$ cat config.mk
export PLATFORM = sky130hd
export DESIGN_NAME = host_irq_line_control
export DESIGN_NICKNAME = d
export VERILOG_FILES = /design/src/host_irq_pkg.sv /design/src/host_irq_line_control.sv /design/src/irq_line_gen.sv
export SDC_FILE = /design/constraint.sdc
export NUM_CORES = 1
export LEC_CHECK = 0
export ABC_CLOCK_PERIOD_IN_PS = 2000
export BUFFER_PORTS_ARGS = -buffer_cell sky130_fd_sc_hd__buf_2
export CORE_UTILIZATION = 46
export CTS_CLUSTER_SIZE = 28
export DETAILED_ROUTE_END_ITERATION = 8
export PLACE_DENSITY = 0.73
export SYNTH_ARGS = -nofsm -noshare
export SYNTH_HDL_FRONTEND = slang
export SYNTH_HIERARCHICAL = 1
export SYNTH_SLANG_ARGS = --single-unit
$ cat constraint.sdc
create_clock -name pclk -period 2 [get_ports pclk]
set_clock_uncertainty 0.15 [all_clocks]
set_input_delay 0.3 -clock pclk [delete_from_list [all_inputs] [get_ports pclk]]
set_output_delay 0.3 -clock pclk [all_outputs]
set_load 0.1 [all_outputs]
$ cat src/host_irq_pkg.sv
// Constants, register map and types shared by the host interrupt line control block.
//
// Operation
// - Reset loads the line control register with 07 hex.
// - Keyboard enable clear: IRQ1 follows line control bit 0.
// - Reading bit 0 returns the present IRQ1 pin level.
// - Mouse enable clear: IRQ12 follows line control bit 1.
// - Reading bit 1 returns the present IRQ12 level.
// - Legacy mode with PM enable clear: IRQ11 follows bit 2.
// - Reading bit 2 returns the present IRQ11 level.
// - Shape field zero: hardware lines are level interrupts.
// - Level mode, normal polarity: idle low, high while buffer full.
// - Nonzero shape: pulse mode, idle high, low pulse per buffer write.
// - Shape codes 1..5 give pulses of 1, 2, 4, 8, 16 cycles.
// - Invert bit set inverts every hardware-controlled line.
// - Bit 7 is reserved and has no effect.
// - Keyboard enable set: keyboard data write triggers IRQ1.
// - Mouse enable set: mouse data write triggers IRQ12.
// - Host read of the output buffer clears the full flag.
package host_irq_pkg;

  // ----------------------------------------------------------------
  // Register indices; byte address is four times the index
  // ----------------------------------------------------------------
  localparam logic [15:0] IDX_LINE_CTRL = 16'hfea2;
  localparam logic [15:0] IDX_KBD_DATA = 16'hfea6;
  localparam logic [15:0] IDX_MOUSE_DATA = 16'hfea8;
  localparam logic [15:0] IDX_CHAN_CTRL = 16'hfeb0;
  localparam logic [15:0] IDX_PM_DATA = 16'hfeb2;
  localparam logic [15:0] IDX_FLAGS = 16'hfeb4;
  localparam logic [15:0] IDX_INT_STATUS = 16'hfeb6;
  localparam logic [15:0] IDX_INT_MASK = 16'hfeb8;
  localparam int ADDR_W = 18;

  // ----------------------------------------------------------------
  // Field layout and reset values
  // ----------------------------------------------------------------
  localparam logic [7:0] LINE_CTRL_RESET = 8'h07;
  localparam logic [7:0] LINE_CTRL_WMASK = 8'h7f;
  localparam int LC_DIRECT_LSB = 0;
  localparam int LC_SHAPE_LSB = 3;
  localparam int LC_INV_BIT = 6;
  localparam int CC_KBD_EN = 0;
  localparam int CC_MOUSE_EN = 1;
  localparam int CC_PM_EN = 4;
  localparam int CC_COMPAT = 7;
  localparam logic [7:0] CHAN_CTRL_RESET = 8'h80;
  localparam logic [7:0] CHAN_CTRL_WMASK = 8'h93;
  localparam int NUM_LINES = 3;
  localparam int LINE_KBD = 0;
  localparam int LINE_MOUSE = 1;
  localparam int LINE_PM = 2;
  localparam int NUM_EVENTS = 2;
  localparam int EV_KM_EMPTY = 0;
  localparam int EV_PM_EMPTY = 1;

  // ----------------------------------------------------------------
  // Pulse shaping
  // ----------------------------------------------------------------
  localparam int PULSE_CNT_W = 5;
  localparam logic [2:0] SHAPE_LEVEL = 3'h0;

  typedef struct packed {
    logic inv;
    logic [2:0] shape;
  } line_shape_s;

  // Reserved codes fall back to the longest pulse so a line never sticks
  function automatic logic [PULSE_CNT_W-1:0] pulse_len(input logic [2:0] code);
    case (code)
      3'h1: pulse_len = 5'h01;
      3'h2: pulse_len = 5'h02;
      3'h3: pulse_len = 5'h04;
      3'h4: pulse_len = 5'h08;
      default: pulse_len = 5'h10;
    endcase
  endfunction

endpackage

$ cat src/host_irq_line_control.sv
// Host interrupt line control: APB registers, buffer-full flags and three host IRQ lines.
//
// Decided for this implementation: register access over APB.
`timescale 1ns/100ps
module host_irq_line_control
  import host_irq_pkg::*;
(
  input wire logic pclk,
  input wire logic presetn,
  input wire logic psel,
  input wire logic penable,
  input wire logic pwrite,
  input wire logic [ADDR_W-1:0] paddr,
  input wire logic [31:0] pwdata,
  output logic [31:0] prdata,
  output logic pready,
  output logic pslverr,
  input wire logic host_km_read,
  input wire logic host_pm_read,
  output logic irq_kbd,
  output logic irq_mouse,
  output logic irq_pm,
  output logic [7:0] host_out_buffer,
  output logic [7:0] pm_out_buffer,
  output logic irq
);

  // ----------------------------------------------------------------
  // Address decode
  // ----------------------------------------------------------------
  localparam logic [ADDR_W-1:0] A_LINE_CTRL = {IDX_LINE_CTRL, 2'b00};
  localparam logic [ADDR_W-1:0] A_KBD_DATA = {IDX_KBD_DATA, 2'b00};
  localparam logic [ADDR_W-1:0] A_MOUSE_DATA = {IDX_MOUSE_DATA, 2'b00};
  localparam logic [ADDR_W-1:0] A_CHAN_CTRL = {IDX_CHAN_CTRL, 2'b00};
  localparam logic [ADDR_W-1:0] A_PM_DATA = {IDX_PM_DATA, 2'b00};
  localparam logic [ADDR_W-1:0] A_FLAGS = {IDX_FLAGS, 2'b00};
  localparam logic [ADDR_W-1:0] A_INT_STATUS = {IDX_INT_STATUS, 2'b00};
  localparam logic [ADDR_W-1:0] A_INT_MASK = {IDX_INT_MASK, 2'b00};

  logic [7:0] line_ctrl_r;
  logic [7:0] chan_ctrl_r;
  logic km_full_r;
  logic km_owner_mouse_r;
  logic pm_full_r;
  logic [NUM_EVENTS-1:0] int_status_r;
  logic [NUM_EVENTS-1:0] int_mask_r;
  logic [31:0] prdata_r;
  logic pslverr_r;
  logic setup;
  logic wr_commit;
  logic hit;
  logic wr_line_ctrl;
  logic wr_kbd;
  logic wr_mouse;
  logic wr_pm;
  logic [NUM_LINES-1:0] lines;
  logic [NUM_LINES-1:0] hw_en;
  logic [NUM_LINES-1:0] full_flag;
  logic [NUM_LINES-1:0] trigger;
  logic [NUM_EVENTS-1:0] events;
  logic [31:0] rd_mux;
  line_shape_s shape;

  // Setup phase latches read data, so the access phase answers at once
  assign setup = psel && !penable;
  assign pready = psel && penable;
  assign wr_commit = psel && penable && pwrite;
  assign prdata = prdata_r;
  assign pslverr = pslverr_r && pready;

  assign wr_line_ctrl = wr_commit && paddr == A_LINE_CTRL;
  assign wr_kbd = wr_commit && paddr == A_KBD_DATA;
  assign wr_mouse = wr_commit && paddr == A_MOUSE_DATA;
  assign wr_pm = wr_commit && paddr == A_PM_DATA;

  always_comb begin
    hit = 1'b1;
    rd_mux = '0;
    case (paddr)
      A_LINE_CTRL: rd_mux = {24'h000000, 1'b0, line_ctrl_r[6:3], lines};
      A_KBD_DATA: rd_mux = '0;
      A_MOUSE_DATA: rd_mux = '0;
      A_CHAN_CTRL: rd_mux = {24'h000000, chan_ctrl_r};
      A_PM_DATA: rd_mux = '0;
      A_FLAGS: rd_mux = {29'h00000000, pm_full_r, km_owner_mouse_r, km_full_r};
      A_INT_STATUS: rd_mux = {30'h00000000, int_status_r};
      A_INT_MASK: rd_mux = {30'h00000000, int_mask_r};
      default: hit = 1'b0;
    endcase
  end

  always_ff @(posedge pclk or negedge presetn) begin
    if (!presetn) begin
      prdata_r <= '0;
      pslverr_r <= 1'b0;
    end else if (setup) begin
      prdata_r <= pwrite ? 32'h00000000 : rd_mux;
      pslverr_r <= !hit;
    end
  end

  // ----------------------------------------------------------------
  // Control registers
  // ----------------------------------------------------------------
  always_ff @(posedge pclk or negedge presetn) begin
    if (!presetn) begin
      line_ctrl_r <= LINE_CTRL_RESET;
    end else if (wr_line_ctrl) begin
      line_ctrl_r <= pwdata[7:0] & LINE_CTRL_WMASK;
    end
  end

  always_ff @(posedge pclk or negedge presetn) begin
    if (!presetn) begin
      chan_ctrl_r <= CHAN_CTRL_RESET;
    end else if (wr_commit && paddr == A_CHAN_CTRL) begin
      chan_ctrl_r <= pwdata[7:0] & CHAN_CTRL_WMASK;
    end
  end

  always_ff @(posedge pclk or negedge presetn) begin
    if (!presetn) begin
      int_mask_r <= '0;
    end else if (wr_commit && paddr == A_INT_MASK) begin
      int_mask_r <= pwdata[NUM_EVENTS-1:0];
    end
  end

  // ----------------------------------------------------------------
  // Output buffers and full flags
  // ----------------------------------------------------------------
  // Keyboard and mouse share one buffer; the owner bit steers the level line
  always_ff @(posedge pclk or negedge presetn) begin
    if (!presetn) begin
      host_out_buffer <= '0;
      km_owner_mouse_r <= 1'b0;
    end else if (wr_kbd || wr_mouse) begin
      host_out_buffer <= pwdata[7:0];
      km_owner_mouse_r <= wr_mouse;
    end
  end

  // A write in the same cycle as the host read wins, so new data is not lost
  always_ff @(posedge pclk or negedge presetn) begin
    if (!presetn) begin
      km_full_r <= 1'b0;
    end else if (wr_kbd || wr_mouse) begin
      km_full_r <= 1'b1;
    end else if (host_km_read) begin
      km_full_r <= 1'b0;
    end
  end

  always_ff @(posedge pclk or negedge presetn) begin
    if (!presetn) begin
      pm_out_buffer <= '0;
      pm_full_r <= 1'b0;
    end else if (wr_pm) begin
      pm_out_buffer <= pwdata[7:0];
      pm_full_r <= 1'b1;
    end else if (host_pm_read) begin
      pm_full_r <= 1'b0;
    end
  end

  // ----------------------------------------------------------------
  // Interrupt lines
  // ----------------------------------------------------------------
  assign shape = {line_ctrl_r[LC_INV_BIT], line_ctrl_r[LC_SHAPE_LSB +: 3]};

  assign hw_en[LINE_KBD] = chan_ctrl_r[CC_KBD_EN];
  assign hw_en[LINE_MOUSE] = chan_ctrl_r[CC_MOUSE_EN];
  assign hw_en[LINE_PM] = chan_ctrl_r[CC_COMPAT] && chan_ctrl_r[CC_PM_EN];
  assign full_flag[LINE_KBD] = km_full_r && !km_owner_mouse_r;
  assign full_flag[LINE_MOUSE] = km_full_r && km_owner_mouse_r;
  assign full_flag[LINE_PM] = pm_full_r;
  assign trigger[LINE_KBD] = wr_kbd;
  assign trigger[LINE_MOUSE] = wr_mouse;
  assign trigger[LINE_PM] = wr_pm;

  genvar gi;
  generate
    for (gi = 0; gi < NUM_LINES; gi = gi + 1) begin : g_line
      irq_line_gen u_line (
        .pclk(pclk),
        .presetn(presetn),
        .direct_val(line_ctrl_r[LC_DIRECT_LSB + gi]),
        .hw_en(hw_en[gi]),
        .shape(shape),
        .full_flag(full_flag[gi]),
        .trigger(trigger[gi]),
        .line_r(lines[gi])
      );
    end
  endgenerate

  assign irq_kbd = lines[LINE_KBD];
  assign irq_mouse = lines[LINE_MOUSE];
  assign irq_pm = lines[LINE_PM];

  // ----------------------------------------------------------------
  // Core interrupt: buffer drained by the host
  // ----------------------------------------------------------------
  assign events[EV_KM_EMPTY] = host_km_read && km_full_r && !(wr_kbd || wr_mouse);
  assign events[EV_PM_EMPTY] = host_pm_read && pm_full_r && !wr_pm;

  always_ff @(posedge pclk or negedge presetn) begin
    if (!presetn) begin
      int_status_r <= '0;
    end else begin
      int_status_r <= events |
        (int_status_r & ~((wr_commit && paddr == A_INT_STATUS) ? pwdata[NUM_EVENTS-1:0] : '0));
    end
  end

  assign irq = |(int_status_r & int_mask_r);

endmodule

$ cat src/irq_line_gen.sv
// One host interrupt request line: direct, level or pulse drive.
`timescale 1ns/100ps
module irq_line_gen
  import host_irq_pkg::*;
(
  input wire logic pclk,
  input wire logic presetn,
  input wire logic direct_val,
  input wire logic hw_en,
  input wire line_shape_s shape,
  input wire logic full_flag,
  input wire logic trigger,
  output logic line_r
);

  logic [PULSE_CNT_W-1:0] cnt_r;
  logic std_level;
  logic line_nxt;

  always_ff @(posedge pclk or negedge presetn) begin
    if (!presetn) begin
      cnt_r <= '0;
    end else if (trigger && hw_en && shape.shape != SHAPE_LEVEL) begin
      cnt_r <= pulse_len(shape.shape);
    end else if (cnt_r != '0) begin
      cnt_r <= cnt_r - 1'b1;
    end
  end

  always_comb begin
    if (shape.shape == SHAPE_LEVEL) begin
      std_level = full_flag;
    end else begin
      std_level = (cnt_r == '0);
    end
    if (hw_en) begin
      line_nxt = std_level ^ shape.inv;
    end else begin
      line_nxt = direct_val;
    end
  end

  always_ff @(posedge pclk or negedge presetn) begin
    if (!presetn) begin
      line_r <= 1'b1;
    end else begin
      line_r <= line_nxt;
    end
  end

endmodule

* Word-level counts from Yosys, hierarchy flattened
Index checks and enable logic that the tools add are counted.
Word-level totals: bits in registers 85, bits in latches 0, memory bits (writable) 0, memory bits (read-only) 0, input bits 57, output and inout port bits 54, word-level logic and storage cells 105, memories kept 0
Cells by class: add/sub/neg operators 3, multiply operators 0, divide/modulo/power cells 0, $lt $le $gt $ge 0, equality and inequality tests 12, shift operators 0, muxes and demuxes 21, bitwise logic cells 7, reductions and logical operators 45
Operators by type and width (count):
- $eq A18 B18 Y1 const B | 8
- $pmux W8 S5 | 1
- $mux W32 | 1
- $mux W5 | 6
- $logic_and A1 B1 Y1 | 24
- $pmux W5 S4 | 1
- $logic_not A5 Y1 | 3
- $reduce_bool A5 Y1 | 3
- $sub A5 B1 Y5 const B | 3
- $mux W1 | 11
- $reduce_bool A2 Y1 | 5
- $reduce_or A8 Y1 | 1
- $eq A3 B2 Y1 const B | 2
- $logic_not A1 Y1 | 5
- $and A2 B2 Y2 | 2
- $eq A3 B1 Y1 const B | 1
- $eq A3 B3 Y1 const B | 1
- $logic_not A3 Y1 | 1
- $reduce_bool A3 Y1 | 1
- $xor A1 B1 Y1 | 3
- $mux W2 | 1
- $not A2 Y2 | 1
- $or A2 B2 Y2 | 1
- $reduce_or A2 Y1 | 1
- $logic_or A1 B1 Y1 | 1

* Depth between registers and ports, before layout
word-level depth 7, depth in mapped cells 8, depth with buffers taken out 7

* By module
Netlist, hierarchy kept.
Modules (own cells, without submodules):
- host_irq_line_control | instances 1, cells each 190, area each 2234.6 sq um, sequential area each 1081.0 sq um
- irq_line_gen | instances 3, cells each 46, area each 402.9 sq um, sequential area each 151.4 sq um

* Worst setup path after synthesis
Ideal clock, no wire load.
path kind input -> register, start in paddr[1], end reg g_line[2].u_line.cnt_r[2], setup time 144 ps, data arrival time 2044 ps, required time 1706 ps, slack -339 ps, cell stages on the path 8, path buffers 1, path through or4b_4 nor4_4 nand4_2 buf_6 inv_1 nand2_1 nor2_1 o32ai_1
On the way: longest elaborated chain between the ends 5, elaborated cells on any way between the ends 6, those cells by class 1 x eq/ne; 1 x mux; 4 x reduce/logical
Ends and longest elaborated chain:
- start: declaration | line host_irq_line_control.sv:13 | input wire logic [ADDR_W-1:0] paddr,
- $eq A18 B18 Y1 * | line host_irq_line_control.sv:74 | assign wr_pm = wr_commit && paddr == A_PM_DATA;
- $logic_and A1 B1 Y1 * | line host_irq_line_control.sv:74
- named net wr_pm | line host_irq_line_control.sv:55 | logic wr_pm;
- $logic_and A1 B1 Y1 * (2 in a row) | line irq_line_gen.sv:23 | end else if (trigger && hw_en && shape.shape != SHAPE_LEVEL) begin
- $mux W5 or $reduce_bool A2 Y1 (tied branches)
- end signal: assignment | line irq_line_gen.sv:24 | cnt_r <= pulse_len(shape.shape);
- end signal: assignment | line irq_line_gen.sv:26 | cnt_r <= cnt_r - 1'b1;
- end: declaration | line irq_line_gen.sv:16 | logic [PULSE_CNT_W-1:0] cnt_r;
The timed path passes the listed nets; every way through them passes the cells marked *. A chain may end at the register's enable or synchronous reset.

* Worst setup path in the final report
start in paddr[2], end reg pm_out_buffer[0]
On the way: longest elaborated chain between the ends 2
Ends and longest elaborated chain:
- $eq A18 B18 Y1 | line host_irq_line_control.sv:74
- $logic_and A1 B1 Y1 | line host_irq_line_control.sv:74
- end signal: assignment | line host_irq_line_control.sv:159 | pm_out_buffer <= pwdata[7:0];
- end: declaration | line host_irq_line_control.sv:24 | output logic [7:0] pm_out_buffer,
Every way passes these cells.

==> qor.txt <==
status = completed
Worst setup EP type = register
post-synth top area share = 0.392
number of enable flip-flop cells after synthesis = 0
Crit Path Max Fanout = 9
Routed Antenna Nets = 0
grt total ovfl = 0
area post-placement = 4040 µm²
CTS Buffer Depth = 2
Die Y = 88.5 µm
DP Wirelength = 5770 µm
Synth Warn # = 6
GRT Util Overall = 0.217
register clock-pin slew on the reported worst setup and hold paths = 0.06 ns
Final min period = 1.98 ns
top post-synthesis cells by count = 54 x dfrtp_1, 32 x nor2_1, 25 x buf_4, 25 x mux2_2, 17 x inv_1
hold_ws = 0.0257 ns
Pleak = 2.12 nW
Worst EP arrival = 2.05 ns
Fin. Hold Viols = 0
Post-Syn Area = 3440 µm²
area of the multi-input gates = 1830 µm²
CTS root buffer = clkbuf_8
count of cell types in the netlist = 50
largest net degree at the start of global routing = 46
drt wl/cell = 14.6 µm
final instance area = 4400 µm²
utilization after layout = 0.606
max_cap viols = 0
CTS tree = done
initial antenna violation count = 0
most frequent cell after synthesis = dfrtp_1
ratio of cells with drive above 1 in the final layout = 0.430
Skew-Pair Late Insertion Delay = 0.33 ns
# IOs = 111
CTS H-tree depth = 3
Sink Count = 61
Async S/R FF share, synth = 1.00
Slew Limit Fails = 0
post-synthesis sequential area ratio = 0.446
die width = 88.5 µm
DIE AREA = 7840 µm²
vias in the first global route = 2683
Vias = 2860
Filler cells = 591
Starting DRT DRC Count = 253
Min-Delay Path Class = input port to register
total power = 2.59 mW
# DRC = 0
core region area = 7250 µm²
P&R area growth vs syn = 27.7%
PwrDens = 590 nW/µm²
# rows = 31
port buffer count = 62
Peak Freq = 505 MHz
Final TNS setup = 0 ns
RSZ-0062 raised after global routing = yes
GPL Wtd Cong = 0.845
fin nets = 495
ranking of synthesized cells by area = dfrtp_1 39%, mux2_2 8.2%, buf_4 5.5%
Yosys reg bits = 61
area leader, netlist = dfrtp_1
Synth Flop Type = dfrtp_1
cts bufs inserted = 9
ant diodes = 0
kind of critical path = input port to register
final WL = 7850 µm
Gate Count Post-Synth = 328
register area = 1540 µm²
Vias/cell = 5.31
startpoint types = input port
worst vdd ir = 0.423 mV
first drt pass iteration count = 4
worst path required time = 2.07 ns
Starting Density = 0.475
syn avg cell area = 10.5 µm²
setup violators final = 0
final period utilization = 0.989
first-pass GRT wire length = 12700 µm
==> routing by layer <==
layer / global-route usage / wire length (µm) / up-vias
li1: - / - / 1361
met1: 0.286 / 3590 / 1379
met2: 0.350 / 3720 / 109
met3: 0.0597 / 451 / 11
met4: 0.0630 / 93 / 0
met5: 0 / 0 / -
==> placed cells by master (no fill, tap or decap), types with 4 or more instances in the layout <==
cell type,n
a21oi_1,7
a22o_1,4
a31oi_1,4
and2_1,7
buf_2,61
buf_4,38
clkbuf_8,9
conb_1,24
dfrtp_1,54
dfstp_2,7
inv_1,16
mux2_2,22
mux2_4,10
nand2_1,6
nand2b_1,13
nand3_1,15
nand3b_1,4
nand4_1,10
nor2_1,25
nor2_2,4
nor3_1,9
o21ai_0,7
o2bb2ai_1,5
or4b_4,4
==> through the flow <==
step | cells | setup slack (ns)
after detailed placement | 512 | -0.408
after global placement | 512 | -0.334
after global routing | 539 | -0.0395
after floorplan | 351 | -0.238
after CTS | 529 | 0.00102
final | 539 | 0.0214
==> critical path, cell delays in order <==
cell     delay, ns
buf_6         0.09
or4b_4        0.54
nor4_4        0.25
buf_4         0.19
nand4_4       0.09
buf_12        0.16
buf_4         0.13
mux2_4        0.29
==> cells by family after synthesis <==
group           after synthesis  synth area share
simple gates                132             0.234
flops                        61             0.446
buf+inv                      49            0.0828
compound gates               45            0.0992
mux                          34             0.118
fa+ha+maj                     3            0.0109
xor+xnor                      3           0.00763
other cells                   1           0.00109
==> state kept, by name (all words and copies together), names as in the netlist <==
signal and count:
host_out_buffer 8, int_mask_r 2, line_ctrl_r 7, pslverr_r 1, g_line.u_line/cnt_r 15, int_status_r 2, km_full_r 1, pm_full_r 1
pm_out_buffer 8, prdata 8, g_line.u_line/line_r 3, chan_ctrl_r 4, km_owner_mouse_r 1
==> area by class of cell <==
class,instances,share of cell area
clock buffers,12,0.0307
clock inverters,4,0.00569
inverters,17,0.0151
multi-input cells,241,0.416
flip-flops and latches,61,0.349
well taps,99,0.0282
repair buffers,105,0.155
==> power breakdown <==
part	internal, mW	total (mW)	switching, mW
registers	1.25	1.26	0.00786
logic	0.101	0.427	0.325
clock network	0.446	0.912	0.466
total	1.79	2.59	0.799
==> timing repair <==
action,in CTS,in global routing
resized for setup,4,19
pin swaps,0,2
setup buffers,0,10
hold buffers,1,0
endpoints found under the hold margin,16,0
endpoints found under the setup margin,3,27
==> final timing paths <==
check                                                           start                                end  slack [ns]  depth (start not counted)
worst max-delay path                                         paddr[2]       pm_out_buffer[0]$_DFFE_PN0P_        0.02                          8
worst min-delay path                                     host_pm_read              pm_full_r$_DFFE_PN0P_        0.03                          2
worst max register to register  g_line[0].u_line/cnt_r[1]$_DFFE_PN0P_  g_line[0].u_line/line_r$_DFF_PN1_        0.06                          5
worst min register to register                  prdata[7]$_DFFE_PN0P_              prdata[7]$_DFFE_PN0P_        0.32                          2
max in group asynchronous                                     presetn  g_line[1].u_line/line_r$_DFF_PN1_        0.79                          3
min in group asynchronous                                     presetn     host_out_buffer[2]$_DFFE_PN0P_        0.27                          2
Note: power is estimated with default switching activity, not from simulation.
